$ cat config.mk
export PLATFORM = sky130hd
export DESIGN_NAME = gsq_dev_flat
export DESIGN_NICKNAME = d
export VERILOG_FILES = /design/src/core/gsq_pkg.sv /design/src/core/gsq_if.sv /design/src/core/gsq_dev.sv /design/src/flat_wrapper.sv
export SDC_FILE = /design/constraint.sdc
export NUM_CORES = 1
export LEC_CHECK = 0
export BUFFER_PORTS_ARGS = -buffer_cell sky130_fd_sc_hd__clkbuf_2
export CAP_MARGIN = 25
export CORE_MARGIN = 10
export CORE_UTILIZATION = 51
export DETAILED_ROUTE_END_ITERATION = 12
export PLACE_DENSITY = 0.83
export RECOVER_POWER = 50
export SYNTH_ARGS = -nofsm -noshare
export SYNTH_HDL_FRONTEND = slang
export SYNTH_SLANG_ARGS = --single-unit
export TNS_END_PERCENT = 20
$ cat constraint.sdc
create_clock -name clock -period 2.3 [get_ports clock]
set_input_delay 0.345 -clock clock [delete_from_list [all_inputs] [get_ports clock]]
set_output_delay 0.345 -clock clock [all_outputs]
set_load 0.02 [all_outputs]
$ cat src/core/gsq_pkg.sv
// How it works
// - x2 takes one site pair, second site lost
// - x4 or 7:1 takes four sites, first site
// - x4 or 7:1 needs first pin pair present
// - other pair stays plain or x1 gearing
// - two bridge muxes, each picks one of two
// - one source may feed top and bottom
// - no bridge for x2 or x4 receive
// - divider and gearing start same edge cycle
// - high ratio needs synchronizer plus reset sequence
// - reset and stop edges two cycles apart
// - loopback receive waits for transmit done
// - sequence timed by clock slower than edge
// - sequence built explicitly in logic
// - ready raised after sequence, held while running
// - reset input asynchronous, restarts whole sequence
`default_nettype none

package gsq_pkg;

   typedef enum logic [1:0] {
      GSQ_MODE_X1  = 2'h0,
      GSQ_MODE_X2  = 2'h1,
      GSQ_MODE_X4  = 2'h2,
      GSQ_MODE_X71 = 2'h3
   } gsq_mode_e;

   localparam int unsigned SITES         = 4;
   localparam int unsigned SEQ_GAP_TICKS = 2;
   localparam int unsigned SLOW_DIV      = 4;
   localparam int unsigned DIV_W         = 3;

   localparam logic [DIV_W-1:0] DIV_X1  = 3'h1;
   localparam logic [DIV_W-1:0] DIV_X2  = 3'h2;
   localparam logic [DIV_W-1:0] DIV_X4  = 3'h4;
   localparam logic [DIV_W-1:0] DIV_X71 = 3'h7;

   localparam logic [3:0] SITES_NONE = 4'h0;
   localparam logic [3:0] SITES_ALL  = 4'hF;
   localparam logic [3:0] SITES_AB   = 4'h3;
   localparam logic [3:0] SITES_CD   = 4'hC;

endpackage : gsq_pkg

`default_nettype wire

$ cat src/core/gsq_if.sv
`default_nettype none

interface gsq_if;
   logic                  hold_req;
   logic                  slow_tick;
   gsq_pkg::gsq_mode_e    mode;
   logic                  pair_sel;
   logic [1:0]            pair_present;
   logic                  bridge_use;
   logic [1:0]            bridge_sel;
   logic                  seq_ready;
   logic                  alloc_err;

   modport dev (
      input  hold_req,
      input  slow_tick,
      input  mode,
      input  pair_sel,
      input  pair_present,
      input  bridge_use,
      input  bridge_sel,
      output seq_ready,
      output alloc_err
   );

   modport host (
      output hold_req,
      output slow_tick,
      output mode,
      output pair_sel,
      output pair_present,
      output bridge_use,
      output bridge_sel,
      input  seq_ready,
      input  alloc_err
   );
endinterface : gsq_if

`default_nettype wire

$ cat src/core/gsq_dev.sv
`default_nettype none

module gsq_dev #(
   parameter int unsigned GAP_TICKS = gsq_pkg::SEQ_GAP_TICKS
) (
   input  wire logic   clock,
   input  wire logic   rst,
   gsq_if.dev          lnk,
   output logic        sync_stop,
   output logic        gear_rst,
   output logic        eclk_en,
   output logic        div_en,
   output logic [3:0]  site_gear,
   output logic [3:0]  site_plain,
   output logic [1:0]  bridge_src,
   output logic        bridge_shared
);

   typedef enum logic [2:0] {
      ST_STOP    = 3'h0,
      ST_HOLD    = 3'h1,
      ST_RELRST  = 3'h3,
      ST_RELSTOP = 3'h2,
      ST_READY   = 3'h6
   } gsq_state_e;

   localparam int unsigned CNT_W = $clog2(GAP_TICKS + 1);
   localparam logic [CNT_W-1:0] GAP = CNT_W'(GAP_TICKS);
   localparam logic [CNT_W-1:0] CNT_ONE = CNT_W'(1);

   gsq_state_e           st_q;
   gsq_state_e           st_d;
   logic [CNT_W-1:0]     cnt_q;
   logic [CNT_W-1:0]     cnt_d;
   logic                 stop_q;
   logic                 stop_d;
   logic                 rst_q;
   logic                 rst_d;
   logic                 ready_q;
   logic                 ready_d;
   logic                 ecen_q;
   logic                 ecen_d;
   gsq_pkg::gsq_mode_e   mode_q;
   gsq_pkg::gsq_mode_e   mode_d;
   logic                 pair_q;
   logic                 pair_d;
   logic                 bad;
   logic [3:0]           gear_d;
   logic [3:0]           gear_q;
   logic [3:0]           plain_d;
   logic [3:0]           plain_q;
   logic                 err_q;
   logic [gsq_pkg::DIV_W-1:0] ratio;
   logic [gsq_pkg::DIV_W-1:0] div_q;
   logic [gsq_pkg::DIV_W-1:0] div_d;
   logic                 den_q;
   logic                 den_d;
   logic [1:0]           bsrc_q;
   logic [1:0]           bsrc_d;
   logic                 bsh_q;
   logic                 bsh_d;

   // site allocation from latched mode and pair
   always_comb begin
      gear_d  = gsq_pkg::SITES_NONE;
      plain_d = gsq_pkg::SITES_ALL;
      bad     = 1'b0;
      unique case (mode_q)
         gsq_pkg::GSQ_MODE_X1: begin
            gear_d  = gsq_pkg::SITES_NONE;
            plain_d = gsq_pkg::SITES_ALL;
         end
         gsq_pkg::GSQ_MODE_X2: begin
            if (pair_q) begin
               gear_d  = gsq_pkg::SITES_CD;
               plain_d = gsq_pkg::SITES_AB;
               bad     = !lnk.pair_present[1];
            end else begin
               gear_d  = gsq_pkg::SITES_AB;
               plain_d = gsq_pkg::SITES_CD;
               bad     = !lnk.pair_present[0];
            end
         end
         gsq_pkg::GSQ_MODE_X4,
         gsq_pkg::GSQ_MODE_X71: begin
            gear_d  = gsq_pkg::SITES_ALL;
            plain_d = gsq_pkg::SITES_CD;
            bad     = !lnk.pair_present[0];
         end
      endcase
   end

   // divide ratio per gearing mode
   always_comb begin
      unique case (mode_q)
         gsq_pkg::GSQ_MODE_X1:  ratio = gsq_pkg::DIV_X1;
         gsq_pkg::GSQ_MODE_X2:  ratio = gsq_pkg::DIV_X2;
         gsq_pkg::GSQ_MODE_X4:  ratio = gsq_pkg::DIV_X4;
         gsq_pkg::GSQ_MODE_X71: ratio = gsq_pkg::DIV_X71;
      endcase
   end

   // reset sequencer
   always_comb begin
      st_d   = st_q;
      cnt_d  = cnt_q;
      mode_d = mode_q;
      pair_d = pair_q;
      if (lnk.slow_tick && cnt_q != GAP) begin
         cnt_d = cnt_q + CNT_ONE;
      end
      if (st_q == ST_HOLD) begin
         mode_d = lnk.mode;
         pair_d = lnk.pair_sel;
      end
      if (lnk.hold_req || bad) begin
         unique case (st_q)
            ST_READY,
            ST_RELSTOP: st_d = ST_STOP;
            ST_RELRST:  st_d = ST_HOLD;
            ST_STOP:    st_d = (cnt_q == GAP) ? ST_HOLD : ST_STOP;
            ST_HOLD:    st_d = ST_HOLD;
            default:    st_d = ST_HOLD;
         endcase
      end else if (cnt_q == GAP) begin
         unique case (st_q)
            ST_STOP:    st_d = ST_HOLD;
            ST_HOLD:    st_d = ST_RELRST;
            ST_RELRST:  st_d = ST_RELSTOP;
            ST_RELSTOP: st_d = ST_READY;
            ST_READY:   st_d = ST_READY;
            default:    st_d = ST_HOLD;
         endcase
      end
      if (st_d != st_q || (st_q == ST_HOLD && lnk.hold_req)) begin
         cnt_d = '0;
      end
      stop_d  = (st_d != ST_RELSTOP) && (st_d != ST_READY);
      rst_d   = (st_d == ST_HOLD);
      ready_d = (st_d == ST_READY);
      ecen_d  = !stop_d;
   end

   // divider released by the same reset edge as gearing
   always_comb begin
      div_d = div_q;
      den_d = 1'b0;
      if (rst_q) begin
         div_d = '0;
      end else if (ecen_q) begin
         if (div_q == ratio - gsq_pkg::DIV_X1) begin
            div_d = '0;
            den_d = ecen_d;
         end else begin
            div_d = div_q + gsq_pkg::DIV_X1;
         end
      end
   end

   // bridge muxes
   always_comb begin
      bsrc_d = bsrc_q;
      bsh_d  = bsh_q;
      if (lnk.bridge_use) begin
         bsrc_d = lnk.bridge_sel;
         bsh_d  = (lnk.bridge_sel[0] == lnk.bridge_sel[1]);
      end else begin
         bsrc_d = 2'h0;
         bsh_d  = 1'b0;
      end
   end

   always_ff @(posedge clock) begin
      if (rst) begin
         st_q    <= ST_HOLD;
         cnt_q   <= '0;
         stop_q  <= 1'b1;
         rst_q   <= 1'b1;
         ready_q <= 1'b0;
         ecen_q  <= 1'b0;
         mode_q  <= gsq_pkg::GSQ_MODE_X1;
         pair_q  <= 1'b0;
         gear_q  <= gsq_pkg::SITES_NONE;
         plain_q <= gsq_pkg::SITES_ALL;
         err_q   <= 1'b0;
         div_q   <= '0;
         den_q   <= 1'b0;
         bsrc_q  <= 2'h0;
         bsh_q   <= 1'b0;
      end else begin
         st_q    <= st_d;
         cnt_q   <= cnt_d;
         stop_q  <= stop_d;
         rst_q   <= rst_d;
         ready_q <= ready_d;
         ecen_q  <= ecen_d;
         mode_q  <= mode_d;
         pair_q  <= pair_d;
         gear_q  <= gear_d;
         plain_q <= plain_d;
         err_q   <= bad;
         div_q   <= div_d;
         den_q   <= den_d;
         bsrc_q  <= bsrc_d;
         bsh_q   <= bsh_d;
      end
   end

   assign sync_stop     = stop_q;
   assign gear_rst      = rst_q;
   assign eclk_en       = ecen_q;
   assign div_en        = den_q;
   assign site_gear     = gear_q;
   assign site_plain    = plain_q;
   assign bridge_src    = bsrc_q;
   assign bridge_shared = bsh_q;
   assign lnk.seq_ready = ready_q;
   assign lnk.alloc_err = err_q;

endmodule // gsq_dev

`default_nettype wire

$ cat src/flat_wrapper.sv
// flat-port wrapper written by rule: the top's interface ports become plain ports
module gsq_dev_flat 
#(
   parameter int unsigned GAP_TICKS = gsq_pkg::SEQ_GAP_TICKS
)
  (clock, rst, sync_stop, gear_rst, eclk_en, div_en, site_gear, site_plain, bridge_src, bridge_shared, lnk_hold_req, lnk_slow_tick, lnk_mode, lnk_pair_sel, lnk_pair_present, lnk_bridge_use, lnk_bridge_sel, lnk_seq_ready, lnk_alloc_err);
  gsq_if lnk_i ();
  input  wire logic clock;
  input  wire logic rst;
  output logic sync_stop;
  output logic gear_rst;
  output logic eclk_en;
  output logic div_en;
  output logic [3:0] site_gear;
  output logic [3:0] site_plain;
  output logic [1:0] bridge_src;
  output logic bridge_shared;
  input wire logic [$bits(lnk_i.hold_req)-1:0] lnk_hold_req;
  input wire logic [$bits(lnk_i.slow_tick)-1:0] lnk_slow_tick;
  input wire logic [$bits(lnk_i.mode)-1:0] lnk_mode;
  input wire logic [$bits(lnk_i.pair_sel)-1:0] lnk_pair_sel;
  input wire logic [$bits(lnk_i.pair_present)-1:0] lnk_pair_present;
  input wire logic [$bits(lnk_i.bridge_use)-1:0] lnk_bridge_use;
  input wire logic [$bits(lnk_i.bridge_sel)-1:0] lnk_bridge_sel;
  output wire logic [$bits(lnk_i.seq_ready)-1:0] lnk_seq_ready;
  output wire logic [$bits(lnk_i.alloc_err)-1:0] lnk_alloc_err;
  assign lnk_i.hold_req = lnk_hold_req;
  assign lnk_i.slow_tick = lnk_slow_tick;
  assign lnk_i.mode = lnk_mode;
  assign lnk_i.pair_sel = lnk_pair_sel;
  assign lnk_i.pair_present = lnk_pair_present;
  assign lnk_i.bridge_use = lnk_bridge_use;
  assign lnk_i.bridge_sel = lnk_bridge_sel;
  assign lnk_seq_ready = lnk_i.seq_ready;
  assign lnk_alloc_err = lnk_i.alloc_err;
  gsq_dev #(.GAP_TICKS(GAP_TICKS)) u_core (.clock(clock), .rst(rst), .lnk(lnk_i), .sync_stop(sync_stop), .gear_rst(gear_rst), .eclk_en(eclk_en), .div_en(div_en), .site_gear(site_gear), .site_plain(site_plain), .bridge_src(bridge_src), .bridge_shared(bridge_shared));
endmodule
# After elaboration in Yosys (flattened, before gate mapping)
# Cells that the tools add are included.
# classes
n_addsub	3
n_eq_ne	16
muxes	13
bitwise_logic	3
n_reduce_logical	16
# ops
operator	count
$pmux W4 S3	2
$pmux W3 S4	1
$reduce_or A2 Y1	5
$mux W3	3
$pmux W3 S3	1
$mux W4	2
$eq A2 B2 Y1 const B	3
$eq A3 B1 Y1 const B	2
$eq A3 B2 Y1 const B	2
$eq A3 B3 Y1 const B	2
$pmux W3 S2	1
$reduce_or A4 Y1	1
$add A3 B1 Y3 const B	1
$eq A3 B3 Y1	1
$logic_and A1 B1 Y1	3
$logic_not A1 Y1	3
$logic_not A3 Y1	1
$ne A3 B2 Y1 const B	1
$ne A3 B3 Y1	1
$ne A3 B3 Y1 const B	1
$not A1 Y1	3
$sub A3 B1 Y3 const B	1
$add A2 B1 Y2 const B	1
$eq A2 B1 Y1 const B	1
6 further kinds	8
# totals
regBits	28
in_bits	12
output_inout_bits	17
elab_cells	66

# Logic depth before layout (Yosys ltp)
# depth
ltp_word	8
ltp_mapped	8

# Least setup slack after synthesis
# Ideal clock, no wire load.
# synth_timing
path_kind	register -> register
startpoint	reg u_core.mode_q[0]
endpoint	reg u_core.cnt_q[0]
arrival_ns	1.711
t_required_ns	2.241
slack_ns	0.530
path_stages_with_launch	8
path_buffers	0
cell_sequence	dfxtp_1 -> inv_1 -> ha_1 -> nand2b_1 -> o221a_4 -> mux2_4 -> a211oi_2 -> and2_1
# synth_via
elab_chain_cells	8
# synth_rtl
item	line_no	rtl
from (decl)	gsq_dev.sv:43	gsq_pkg::gsq_mode_e mode_q;
from (signal assigned)	gsq_dev.sv:181	mode_q <= gsq_pkg::GSQ_MODE_X1;
from (signal assigned)	gsq_dev.sv:197	mode_q <= mode_d;
$eq A2 B2 Y1	gsq_dev.sv:68	unique case (mode_q)
$reduce_or A2 Y1	gsq_dev.sv:68	
$pmux W1 S2 *	gsq_dev.sv:68	
$logic_or A1 B1 Y1 *	gsq_dev.sv:116	if (lnk.hold_req || bad) begin
$mux W3 *	gsq_dev.sv:116	
$ne A3 B3 Y1 *	gsq_dev.sv:135	if (st_d != st_q || (st_q == ST_HOLD && lnk.hold_req)) begin
$logic_or A1 B1 Y1 *	gsq_dev.sv:135	
$reduce_or A2 Y1 (no line) *	n/a	
to (signal assigned)	gsq_dev.sv:192	cnt_q <= cnt_d;
to (decl)	gsq_dev.sv:33	logic [CNT_W-1:0] cnt_q;
# Mark *: on every way between the ends. The rest lies on a longest branch, timed or not.
# A chain may end at the register's enable or synchronous reset.

# Final worst setup path
# Ends and elaborated chain as after synthesis.

==> impl_metrics.ini <==
[clocking]
clockBufferDepth = 2
htree_levels = 1
cts_tree = built
clk_pin_slew_ns = 0.13
postCtsResizedCells = 0
cts_made_buffers = 3
clk_latency_ns = 0.32
postCtsSetupBuffers = 0
cts-root-buf = clkbuf_4
cts.hold.buffers_added = 0
cts.sinks = 24

[yosys]
ys_types = 36
synth-edff-count = 0
synth_area_leaders = dfxtp_1, ha_1, nor2_1
syn_area_per_cell_um2 = 8.71
yosysSeqAreaShare = 0.405
synthArstFlopShare = 0
netlist_area_um2 = 1180
synth.ff_latch_count = 24
synth_fp_nets = 154
synth.largest_area_cell = dfxtp_1
netlist_instances = 136
synth_top_area_frac = 0.405
synth-main-ff-cell = dfxtp_1
ys.warnings.count = 0

[timing]
layout_min_cycle_time_ns = 2.01
finalWorstSetupSlack_ns = 0.294
tns_ns = 0
worstMarginPinSlew_ns = 0.553
max_freq_ghz = 0.498
setup_viol = 0
min_period_over_period = 0.872
clock_skew_ns = 0.00104
finalHoldViolations = 0
rsz0062_at_grt = false
slew_violations = 0
relSlewSlack = 0.631

[job]
maxCapViolations = 0

[layout]
final_util = 0.607
nets = 178
area_growth_pct = 13.4
diodes = 0
fillers = 218
final_layout_size_suffix_gt1_frac = 0.138

[power_and_ir_drop]
power.leakage_nw = 0.558
peakVddDrop_uv = 377
power_density_nw_per_um2 = 622

[global_route]
antenna_found_initial = 0
gr-usage-met1 = 0.122
grt_overflow = 0
grt.total_usage = 0.119
use_met2 = 0.199
grt_busiest_layer = met2
grt_pass1_vias = 978
grt_max_degree = 15
grt_pass1_wl_um = 4310
use_met3 = 0.0489

[setup_path]
startpoint = u_core.mode_q[0]$_SDFFE_PP0N_
rr_endpoint = u_core.cnt_q[0]$_SDFFE_PP0P_
reg2reg_from = u_core.mode_q[0]$_SDFFE_PP0N_
startpoint_type = flop
required_ns = 2.58
rrSetupSlack_ns = 0.29
worst-r2r-cell-count = 7
crit_type = flop to flop
arrival_ns = 2.29
end_kind = flop
critPathMaxFanout = 7

[route]
drc = 0
drt_iter0_drc = 38
dr.pass1.iters = 4
routed_wl_um = 2440
num_vias = 966
detail_route.wl_per_cell_um = 13.0
drtAntennaViolNets = 0
vias_per_cell = 5.17

[placement]
dp_slack_ns = 0.358
gp_congestion = 0.800
hpwl_um = 2000
io_buffers = 28

[worst_hold_path]
hold_end = u_core.pair_q$_SDFFE_PP0N_
hold_start = lnk_pair_sel
hold_path.class = input port to flop
hold_depth = 3

[floorplanning]
coreArea_um2 = 2210
initial_core_util = 0.536
die_w_um = 68.2
ioPinCount = 29
row_count = 17
die_h_um = 68.2
fp.dieArea_um2 = 4650

[outcome]
outcome = completed
[Yosys cell counts, types with 2 or more instances]
cell type,number
nor2_1,20
o32ai_1,2
nand2_1,9
o21ai_0,5
nand3_1,2
inv_1,9
xor2_1,2
a21oi_1,8
ha_1,6
xnor2_1,4
mux2i_1,3
mux2_4,2
clkbuf_1,5
and3b_1,2
nand2b_1,8
buf_4,4
dfxtp_1,24
and2_1,3
[where the power goes]
group / switching (mW) / internal (mW)
sequential: 0.00596 / 0.427
combinational: 0.0546 / 0.0407
clock: 0.131 / 0.176
[worst max-delay path by stage]
stage / end / slack [ns] / cells past startpoint
finish: u_core.cnt_q[0]$_SDFFE_PP0P_ / 0.29 / 7
global route: u_core.cnt_q[0]$_SDFFE_PP0P_ / 0.14 / 7
CTS: u_core.cnt_q[1]$_SDFFE_PP0P_ / 0.32 / 7
detailed placement: u_core.cnt_q[1]$_SDFFE_PP0P_ / 0.36 / 7
global placement: u_core.cnt_q[0]$_SDFFE_PP0P_ / 0.47 / 7
floorplan: u_core.cnt_q[0]$_SDFFE_PP0P_ / 0.53 / 7
[layout by cell type (no fill, tap or decap), types with 2 or more instances in the layout]
master,instances
and3b_1,2
nor2_1,20
dfxtp_1,24
and2_1,3
a21oi_1,8
ha_1,6
o21ai_0,5
xnor2_1,4
clkbuf_2,12
nand2b_1,8
clkbuf_4,3
xor2_1,2
nand3_1,2
inv_1,9
mux2i_1,3
mux2_4,2
clkbuf_1,16
o32ai_1,2
nand2_1,9
[routing by layer]
metal / vias to the layer above / wire length [um]
li1: 495 / -
met1: 442 / 960
met2: 24 / 1200
met3: 5 / 224
met4: 0 / 54
met5: - / 0
[worst max-delay path: stages (launching register included)]
cell      delay (ns)
dfxtp_1         0.38
inv_1           0.08
ha_1            0.22
o21bai_1        0.28
o221a_4         0.29
mux2_4          0.31
a211oi_2        0.23
and2_1          0.16
[cell families after synthesis]
logic type               after synthesis  share of synthesized area
flip-flops                            24                      0.405
AND/OR/NAND/NOR                       53                      0.226
AO/OA/AOI/OAI                         24                      0.140
adder cells (fa/ha/maj)                6                     0.0634
buffers and inverters                 18                     0.0697
XOR/XNOR                               6                     0.0444
multiplexers                           5                     0.0507
[state kept, by name (all words and copies together) (netlist names)]
signal / count
u_core.eclk_en: 1
u_core.cnt_q: 2
u_core.lnk.alloc_err: 1
u_core.bridge_src: 2
u_core.div_q: 3
u_core.lnk.seq_ready: 1
u_core.div_en: 1
u_core.st_q: 3
u_core.sync_stop: 1
u_core.mode_q: 2
u_core.site_gear: 2
u_core.pair_q: 1
u_core.bridge_shared: 1
u_core.gear_rst: 1
u_core.site_plain: 2
[final cells by class]
type	instances	area [um2]	share of cell area
repair buffers	28	120	0.0894
clock buffers	3	22.5	0.0168
clock inverters	1	30.0	0.0223
inverters	9	33.8	0.0251
multi-input cells	94	622	0.463
well taps	28	35.0	0.0261
flip-flops and latches	24	480	0.358
[per-stage QoR]
stage               power, mW  cell area (um2)  std cells  hold slack (ns)
finish                  0.836             1340        187            0.245
global route            0.871             1340        187            0.234
CTS                     0.846             1360        187            0.233
detailed placement      0.541             1310        183            0.525
global placement        0.536             1310        183            0.506
floorplan               0.513             1180        136            0.458
Power figures use the tool's default switching activity.
